$ cat src/pmd_pkg.sv
// Package: port 0 latch and match detect constants and types
//
// Behaviour
// RULE1 - Compare-enable bit 0 excludes the pin from mismatch detection.
// RULE2 - Compare-enable bit 1 compares the pin with its expected-level bit.
// RULE3 - Expected-level 0 checks for low, 1 checks for high.
// RULE4 - Mismatch event is high while any compared pin differs; clears on match.
// RULE5 - Compare-enable bits reset to 0 and are readable and writable.
// RULE6 - Expected-level bits reset to 1 and are readable and writable.
// RULE7 - Output latch bit 0 drives the pin low.
// RULE8 - Latch bit 1 drives high in push-pull, else releases the pin.
// RULE9 - Output latch bits reset to 1 and are readable and writable.
// RULE10 - Output latch at 0x80 on every page, with single-bit access.
// RULE11 - Compare-enable at 0xFE, expected-level at 0xFD, pages 0x0 and 0x20.
// RULE12 - Reading the port returns actual pin levels for digital pins.
// RULE13 - Analog pins have pull-up, driver and receiver disabled.
// RULE14 - Comparison uses pin inputs synchronised on the system clock.
package pmd_pkg;
    localparam int PMD_WIDTH = 8;
    localparam logic [7:0] PMD_ADDR_LATCH = 8'h80;
    localparam logic [7:0] PMD_ADDR_EXPECT = 8'hFD;
    localparam logic [7:0] PMD_ADDR_CMPEN = 8'hFE;
    localparam logic [7:0] PMD_PAGE_BASE = 8'h00;
    localparam logic [7:0] PMD_PAGE_ALT = 8'h20;
    localparam logic [7:0] PMD_RST_LATCH = 8'hFF;
    localparam logic [7:0] PMD_RST_EXPECT = 8'hFF;
    localparam logic [7:0] PMD_RST_CMPEN = 8'h00;
    localparam logic [7:0] PMD_RST_INMODE = 8'hFF;
    localparam logic [7:0] PMD_RST_OUTMODE = 8'h00;
    localparam logic [2:0] PMD_BIT_MAX = 3'h7;

    // Special-function-register access from the core
    typedef struct packed {
        logic wr;
        logic rd;
        logic bit_op;
        logic [2:0] bit_sel;
        logic [7:0] page;
        logic [7:0] addr;
        logic [7:0] wdata;
    } pmd_sfr_req_t;

    typedef enum logic [1:0] {
        PMD_SEL_NONE = 2'b00,
        PMD_SEL_LATCH = 2'b01,
        PMD_SEL_EXPECT = 2'b10,
        PMD_SEL_CMPEN = 2'b11
    } pmd_sel_t;
endpackage

$ cat src/pmd_sync.sv
// Two-stage synchroniser for the port pin inputs
`timescale 1ns/10ps
module pmd_sync
    import pmd_pkg::*;
#(
    parameter int WIDTH = PMD_WIDTH
) (
    input wire logic core_clk,
    input wire logic nrst,
    input wire logic clk_en,
    input wire logic [WIDTH-1:0] async_in,
    output logic [WIDTH-1:0] sync_out
);
    logic [WIDTH-1:0] stage1;
    logic [WIDTH-1:0] next_stage1;
    logic [WIDTH-1:0] next_sync_out;

    always_comb begin
        next_stage1 = clk_en ? async_in : stage1;
        next_sync_out = clk_en ? stage1 : sync_out;
    end

    always_ff @(posedge core_clk or negedge nrst) begin
        if (!nrst) begin
            stage1 <= '0;
            sync_out <= '0;
        end else begin
            stage1 <= next_stage1;
            sync_out <= next_sync_out;
        end
    end
endmodule

$ cat src/pmd_port0.sv
// Port 0 output latch, compare registers and mismatch detector
`timescale 1ns/10ps
module pmd_port0
    import pmd_pkg::*;
#(
    parameter int WIDTH = PMD_WIDTH
) (
    input wire logic core_clk,
    input wire logic nrst,
    input wire logic clk_en,
    input pmd_sfr_req_t sfr_req,
    input wire logic [WIDTH-1:0] input_mode,
    input wire logic [WIDTH-1:0] output_mode,
    input wire logic [WIDTH-1:0] pin_in,
    output logic [WIDTH-1:0] pin_out,
    output logic [WIDTH-1:0] pin_oe,
    output logic [WIDTH-1:0] pin_pullup_en,
    output logic [WIDTH-1:0] pin_rx_en,
    output logic [7:0] sfr_rdata,
    output logic sfr_hit,
    output logic port_mismatch
);
    logic [WIDTH-1:0] port0_output_latch;
    logic [WIDTH-1:0] port0_expected_level;
    logic [WIDTH-1:0] port0_compare_enable;
    logic [WIDTH-1:0] next_latch;
    logic [WIDTH-1:0] next_expect;
    logic [WIDTH-1:0] next_cmpen;
    logic [WIDTH-1:0] pin_sync;
    logic [WIDTH-1:0] pin_level;
    logic [WIDTH-1:0] pin_differs;
    logic [WIDTH-1:0] next_pin_out;
    logic [WIDTH-1:0] next_pin_oe;
    logic [WIDTH-1:0] next_pullup;
    logic [WIDTH-1:0] next_rx_en;
    logic [7:0] next_rdata;
    logic next_hit;
    logic next_mismatch;
    logic page_local;
    pmd_sel_t sel;

    ////////////////////////////////////////////////////////////////////
    // Pin input synchroniser
    pmd_sync #(
        .WIDTH(WIDTH)
    ) u_sync (
        .core_clk(core_clk),
        .nrst(nrst),
        .clk_en(clk_en),
        .async_in(pin_in),
        .sync_out(pin_sync)
    );

    ////////////////////////////////////////////////////////////////////
    // Address decode
    always_comb begin
        page_local = (sfr_req.page == PMD_PAGE_BASE) ||
                     (sfr_req.page == PMD_PAGE_ALT); // RULE11
        if (sfr_req.addr == PMD_ADDR_LATCH) begin
            sel = PMD_SEL_LATCH; // RULE10
        end else if (page_local && sfr_req.addr == PMD_ADDR_EXPECT) begin
            sel = PMD_SEL_EXPECT; // RULE11
        end else if (page_local && sfr_req.addr == PMD_ADDR_CMPEN) begin
            sel = PMD_SEL_CMPEN; // RULE11
        end else begin
            sel = PMD_SEL_NONE;
        end
    end

    ////////////////////////////////////////////////////////////////////
    // Register writes
    function automatic logic [WIDTH-1:0] wr_merge(
        input logic [WIDTH-1:0] cur,
        input pmd_sfr_req_t req
    );
        logic [WIDTH-1:0] res;
        res = cur;
        if (req.bit_op) begin
            res[req.bit_sel] = req.wdata[0];
        end else begin
            res = req.wdata[WIDTH-1:0];
        end
        return res;
    endfunction

    always_comb begin
        next_latch = port0_output_latch;
        next_expect = port0_expected_level;
        next_cmpen = port0_compare_enable;
        if (clk_en && sfr_req.wr) begin
            case (sel)
                PMD_SEL_LATCH: begin
                    next_latch = wr_merge(port0_output_latch, sfr_req); // RULE10
                end
                PMD_SEL_EXPECT: begin
                    next_expect = sfr_req.bit_op ? port0_expected_level :
                                  sfr_req.wdata[WIDTH-1:0]; // RULE6
                end
                PMD_SEL_CMPEN: begin
                    next_cmpen = sfr_req.bit_op ? port0_compare_enable :
                                 sfr_req.wdata[WIDTH-1:0]; // RULE5
                end
                default: begin
                    next_latch = port0_output_latch;
                end
            endcase
        end
    end

    always_ff @(posedge core_clk or negedge nrst) begin
        if (!nrst) begin
            port0_output_latch <= PMD_RST_LATCH; // RULE9
            port0_expected_level <= PMD_RST_EXPECT; // RULE6
            port0_compare_enable <= PMD_RST_CMPEN; // RULE5
        end else begin
            port0_output_latch <= next_latch;
            port0_expected_level <= next_expect;
            port0_compare_enable <= next_cmpen;
        end
    end

    ////////////////////////////////////////////////////////////////////
    // Synchronised pin level and per-pin compare
    generate
        for (genvar i = 0; i < WIDTH; i++) begin : g_cmp
            always_comb begin
                pin_level[i] = input_mode[i] && pin_sync[i]; // RULE14 RULE12
                pin_differs[i] = port0_compare_enable[i] && // RULE1 RULE2
                    (pin_level[i] != port0_expected_level[i]); // RULE3
            end
        end
    endgenerate

    ////////////////////////////////////////////////////////////////////
    // Pin drive and receiver control
    generate
        for (genvar i = 0; i < WIDTH; i++) begin : g_pin
            always_comb begin
                if (clk_en) begin
                    next_pin_out[i] = port0_output_latch[i]; // RULE7
                    next_pin_oe[i] = input_mode[i] && // RULE8 RULE13
                        (!port0_output_latch[i] || output_mode[i]);
                    next_pullup[i] = input_mode[i] && // RULE13
                        port0_output_latch[i] && !output_mode[i];
                    next_rx_en[i] = input_mode[i]; // RULE13
                end else begin
                    next_pin_out[i] = pin_out[i];
                    next_pin_oe[i] = pin_oe[i];
                    next_pullup[i] = pin_pullup_en[i];
                    next_rx_en[i] = pin_rx_en[i];
                end
            end
        end
    endgenerate

    always_ff @(posedge core_clk or negedge nrst) begin
        if (!nrst) begin
            pin_out <= PMD_RST_LATCH;
            pin_oe <= '0;
            pin_pullup_en <= PMD_RST_INMODE;
            pin_rx_en <= PMD_RST_INMODE;
        end else begin
            pin_out <= next_pin_out;
            pin_oe <= next_pin_oe;
            pin_pullup_en <= next_pullup;
            pin_rx_en <= next_rx_en;
        end
    end

    ////////////////////////////////////////////////////////////////////
    // Register read data and hit flag
    always_comb begin
        next_hit = sfr_hit;
        next_rdata = sfr_rdata;
        if (clk_en) begin
            next_hit = 1'b0;
        end
        if (clk_en && sfr_req.rd) begin
            next_hit = (sel != PMD_SEL_NONE);
            case (sel)
                PMD_SEL_LATCH: begin
                    next_rdata = 8'(pin_level); // RULE12
                end
                PMD_SEL_EXPECT: begin
                    next_rdata = 8'(port0_expected_level); // RULE6
                end
                PMD_SEL_CMPEN: begin
                    next_rdata = 8'(port0_compare_enable); // RULE5
                end
                default: begin
                    next_rdata = 8'h00; // RULE11
                end
            endcase
        end
    end

    always_ff @(posedge core_clk or negedge nrst) begin
        if (!nrst) begin
            sfr_rdata <= 8'h00;
            sfr_hit <= 1'b0;
        end else begin
            sfr_rdata <= next_rdata;
            sfr_hit <= next_hit;
        end
    end

    ////////////////////////////////////////////////////////////////////
    // Port mismatch detector
    always_comb begin
        next_mismatch = port_mismatch;
        if (clk_en) begin
            next_mismatch = |pin_differs; // RULE4
        end
    end

    always_ff @(posedge core_clk or negedge nrst) begin
        if (!nrst) begin
            port_mismatch <= 1'b0;
        end else begin
            port_mismatch <= next_mismatch;
        end
    end
endmodule

$ cat config.mk
export PLATFORM = sky130hd
export DESIGN_NAME = pmd_port0
export DESIGN_NICKNAME = d
export VERILOG_FILES = /design/src/pmd_pkg.sv /design/src/pmd_sync.sv /design/src/pmd_port0.sv
export SDC_FILE = /design/constraint.sdc
export NUM_CORES = 1
export LEC_CHECK = 0
export ABC_CLOCK_PERIOD_IN_PS = 4250
export BUFFER_PORTS_ARGS = -buffer_cell sky130_fd_sc_hd__buf_2
export CORE_AREA = 4 4 108 110
export CTS_CLUSTER_SIZE = 28
export DETAILED_ROUTE_END_ITERATION = 6
export DIE_AREA = 0 0 112 114
export GPL_ROUTABILITY_DRIVEN = 0
export SLEW_MARGIN = 30
export SYNTH_ARGS = -nofsm -noshare
export SYNTH_HDL_FRONTEND = slang
export SYNTH_SLANG_ARGS = --single-unit
export TNS_END_PERCENT = 30
$ cat constraint.sdc
create_clock -name core_clk -period 4.25 [get_ports core_clk]
set_clock_uncertainty 0.2 [all_clocks]
set_input_delay 0.85 -clock core_clk [delete_from_list [all_inputs] [get_ports core_clk]]
set_output_delay 0.85 -clock core_clk [all_outputs]
set_load 0.03 [all_outputs]
==> results.tsv <==
metric	value	unit
synth-seq-cells	82	
numCtsBuffers	9	
ir_worst_vdd	143	uV
crit_required	4.35	ns
drtIter0Drc	152	
r2r_start	port0_expected_level[6]$_DFFE_PN1P_	
syn_inst	338	
grt_pass1_vias	2818	
yosysWarningCount	0	
synth_top_cell_area_share	0.273	
grt_first_pass_wirelength	14900	um
vias	2900	
tightest_slew	0.726	ns
syn_to_final_growth	20.1	%
fin_crit	2.54	ns
synthDistinctLibCells	49	
hold_violations	0	
fp.dieArea	12800	um2
synth-seq-area-share	0.545	
maxSlewHeadroom	0.516	
maxSlewViolCount	0	
cp_max_fo	15	
timing.fmax	394	MHz
synth_edf_count	0	
rsz0062_at_grt	false	
cts_max_path_buffers	2	
fin_crit_sh	0.597	
ios	99	
seq_area	2100	um2
layout-drive-gt1-share	0.430	
h-tree-depth	3	
cp_cell_sequence	buf_2 -> nor4b_1 -> nand3_1 -> o41ai_1 -> a221o_1	
insertedDiodeCount	0	
async_flop_share	1.00	
hpwlAfterDp	6810	um
p_per_area	353	nW/um2
setup_viol	0	
cts.sinks	82	
hold_path.class	flop to flop	
final_cell_count_no_fill	575	
layout_common_cells	buf_2, dfrtp_1, dfstp_2, inv_1, mux2_2	
path_class	input pin to flop	
antenna_found_initial	0	
synth.cell_area	3860	um2
groute.usage.overall	0.149	
cts_hold_buf	0	
layout_commonest_cell	buf_2	
dp.cells	559	
r2r_setup_slack	2.57	ns
worstSetupStartpoint	sfr_req[12]	
start_kind	input pin	
synth.largest_area_cell	dfrtp_1	
r2r_end	port_mismatch$_DFFE_PN0P_	
cts_repair_resize_count	0	
die_h	114	um
synth_ff_type	dfrtp_1	
fillers	1031	
routed_wl	9290	um
critical_path.endpoint	port0_output_latch[4]$_DFFE_PN1P_	
grt_overflow	0	
num_rows	38	
drc_errors	0	
vias_per_cell	5.04	
synth_area_per_cell	11.4	um2
rr_worst_depth	4	
multiInputGateArea	1560	um2
grt_max_degree	83	
cts_tree	done	
syn_nets	395	
arrival	2.64	ns
coreArea	10700	um2
nets	487	
fin_tns_setup	0	ns
initial_core_util	0.360	
slowest_delay	0.51	ns
root_buffer	clkbuf_8	
cpMaxStageDelayCell	nand3_1	
postCtsSetupRepairBufs	0	
die_w	112	um
wl_per_cell	16.2	um
p_leak	2.07	nW
ant_nets	0	
utilization	0.433	
dr.pass1.iters	4	
end_kind	flop	
worst_skew_pair.late_latency	0.36	ns
cap_violations	0	
outcome	completed	
clk_pin_slew	0.08	ns
synth.area.top_cells	dfrtp_1, dfstp_2, mux2_2	
numPortBuffers	97	
## worst max-delay path: cells and delay by family
kind	cells	cell delay, ns
buffers and inverters	1	0.11
and+or+nand+nor	2	0.96
AOI/OAI and AO/OA	2	0.71
## cells by family after synthesis
logic type / Yosys count / synth area share
AND/OR/NAND/NOR: 86 / 0.143
AO/OA/AOI/OAI: 82 / 0.140
buffers and inverters: 46 / 0.0500
XOR/XNOR: 2 / 0.00454
flip-flops: 82 / 0.545
multiplexers: 40 / 0.117
## cells in the mapped netlist (2+ instances only)
master,instances
a221o_1,2
nor3_1,2
nand2_1,12
nand2b_1,7
nor4_4,2
o211ai_1,2
nor2_1,14
nand4b_1,2
nand3_4,2
nor3b_1,4
buf_1,2
mux2_2,24
a31oi_1,12
a31o_2,3
clkbuf_1,11
o31ai_1,2
mux2_1,16
dfrtp_1,42
a21boi_0,7
o22ai_1,8
o21a_1,2
a22oi_1,8
inv_1,29
o2111a_1,2
o21ai_0,20
buf_6,2
nor2b_1,7
and3b_1,6
xor2_1,2
dfstp_2,40
and2_1,4
o21ai_1,8
nand3_1,16
## sequential cells by signal (all words and copies together), names as in the netlist
register and flops:
pin_oe 8, port0_output_latch 8, pin_rx_en 8, port0_expected_level 8, port0_compare_enable 8, u_sync.stage1 8
sfr_rdata 8, sfr_hit 1, pin_out 8, u_sync.sync_out 8, pin_pullup_en 8, port_mismatch 1
## layout make-up
| cell class | count | area share |
|---|---|---|
| inverters | 29 | 0.0235 |
| clock inverters | 6 | 0.0124 |
| repair buffers | 98 | 0.108 |
| well taps | 140 | 0.0378 |
| clock buffers | 10 | 0.0276 |
| flip-flops and latches | 82 | 0.454 |
| multi-input cells | 210 | 0.337 |
## where the power goes
group / switching [mW] / leakage, nW / internal (mW) / total (mW)
registers: 0.0286 / 0.936 / 0.835 / 0.863
clock network: 0.277 / 0.0958 / 0.267 / 0.544
logic: 0.145 / 1.04 / 0.0814 / 0.227
## worst min-delay path by stage
stage	cells past startpoint	endpoint	startpoint
finish	2	pin_rx_en[4]$_DFFE_PN1P_	pin_rx_en[4]$_DFFE_PN1P_
global route	2	pin_rx_en[2]$_DFFE_PN1P_	pin_rx_en[2]$_DFFE_PN1P_
CTS	2	pin_rx_en[4]$_DFFE_PN1P_	pin_rx_en[4]$_DFFE_PN1P_
detailed placement	2	pin_rx_en[4]$_DFFE_PN1P_	pin_rx_en[4]$_DFFE_PN1P_
global placement	2	pin_rx_en[4]$_DFFE_PN1P_	pin_rx_en[4]$_DFFE_PN1P_
floorplan	2	port0_output_latch[5]$_DFFE_PN1P_	port0_output_latch[5]$_DFFE_PN1P_
## per-stage QoR
| step | area (um2) | worst slack, ns | hold WS (ns) | power (mW) |
|---|---|---|---|---|
| 2_1_floorplan | 3860 | 1.75 | 0.270 | 1.01 |
| 3_3_place_gp | 4440 | 1.40 | 0.255 | 1.10 |
| 3_5_place_dp | 4450 | 1.36 | 0.260 | 1.11 |
| 4_1_cts | 4630 | 1.73 | 0.272 | 1.66 |
| 5_1_grt | 4630 | 1.52 | 0.295 | 1.72 |
| 6_report | 4630 | 1.71 | 0.268 | 1.63 |
## layer usage
metal	global-route usage	part of all wire	vias to the layer above	wire, um
met3	0.0477	0.068	11	632
li1	-	-	1399	-
met5	0	0	-	0
met2	0.227	0.45	77	4140
met1	0.203	0.47	1413	4380
met4	0.0505	0.015	0	140
Power figures use the tool's default switching activity.
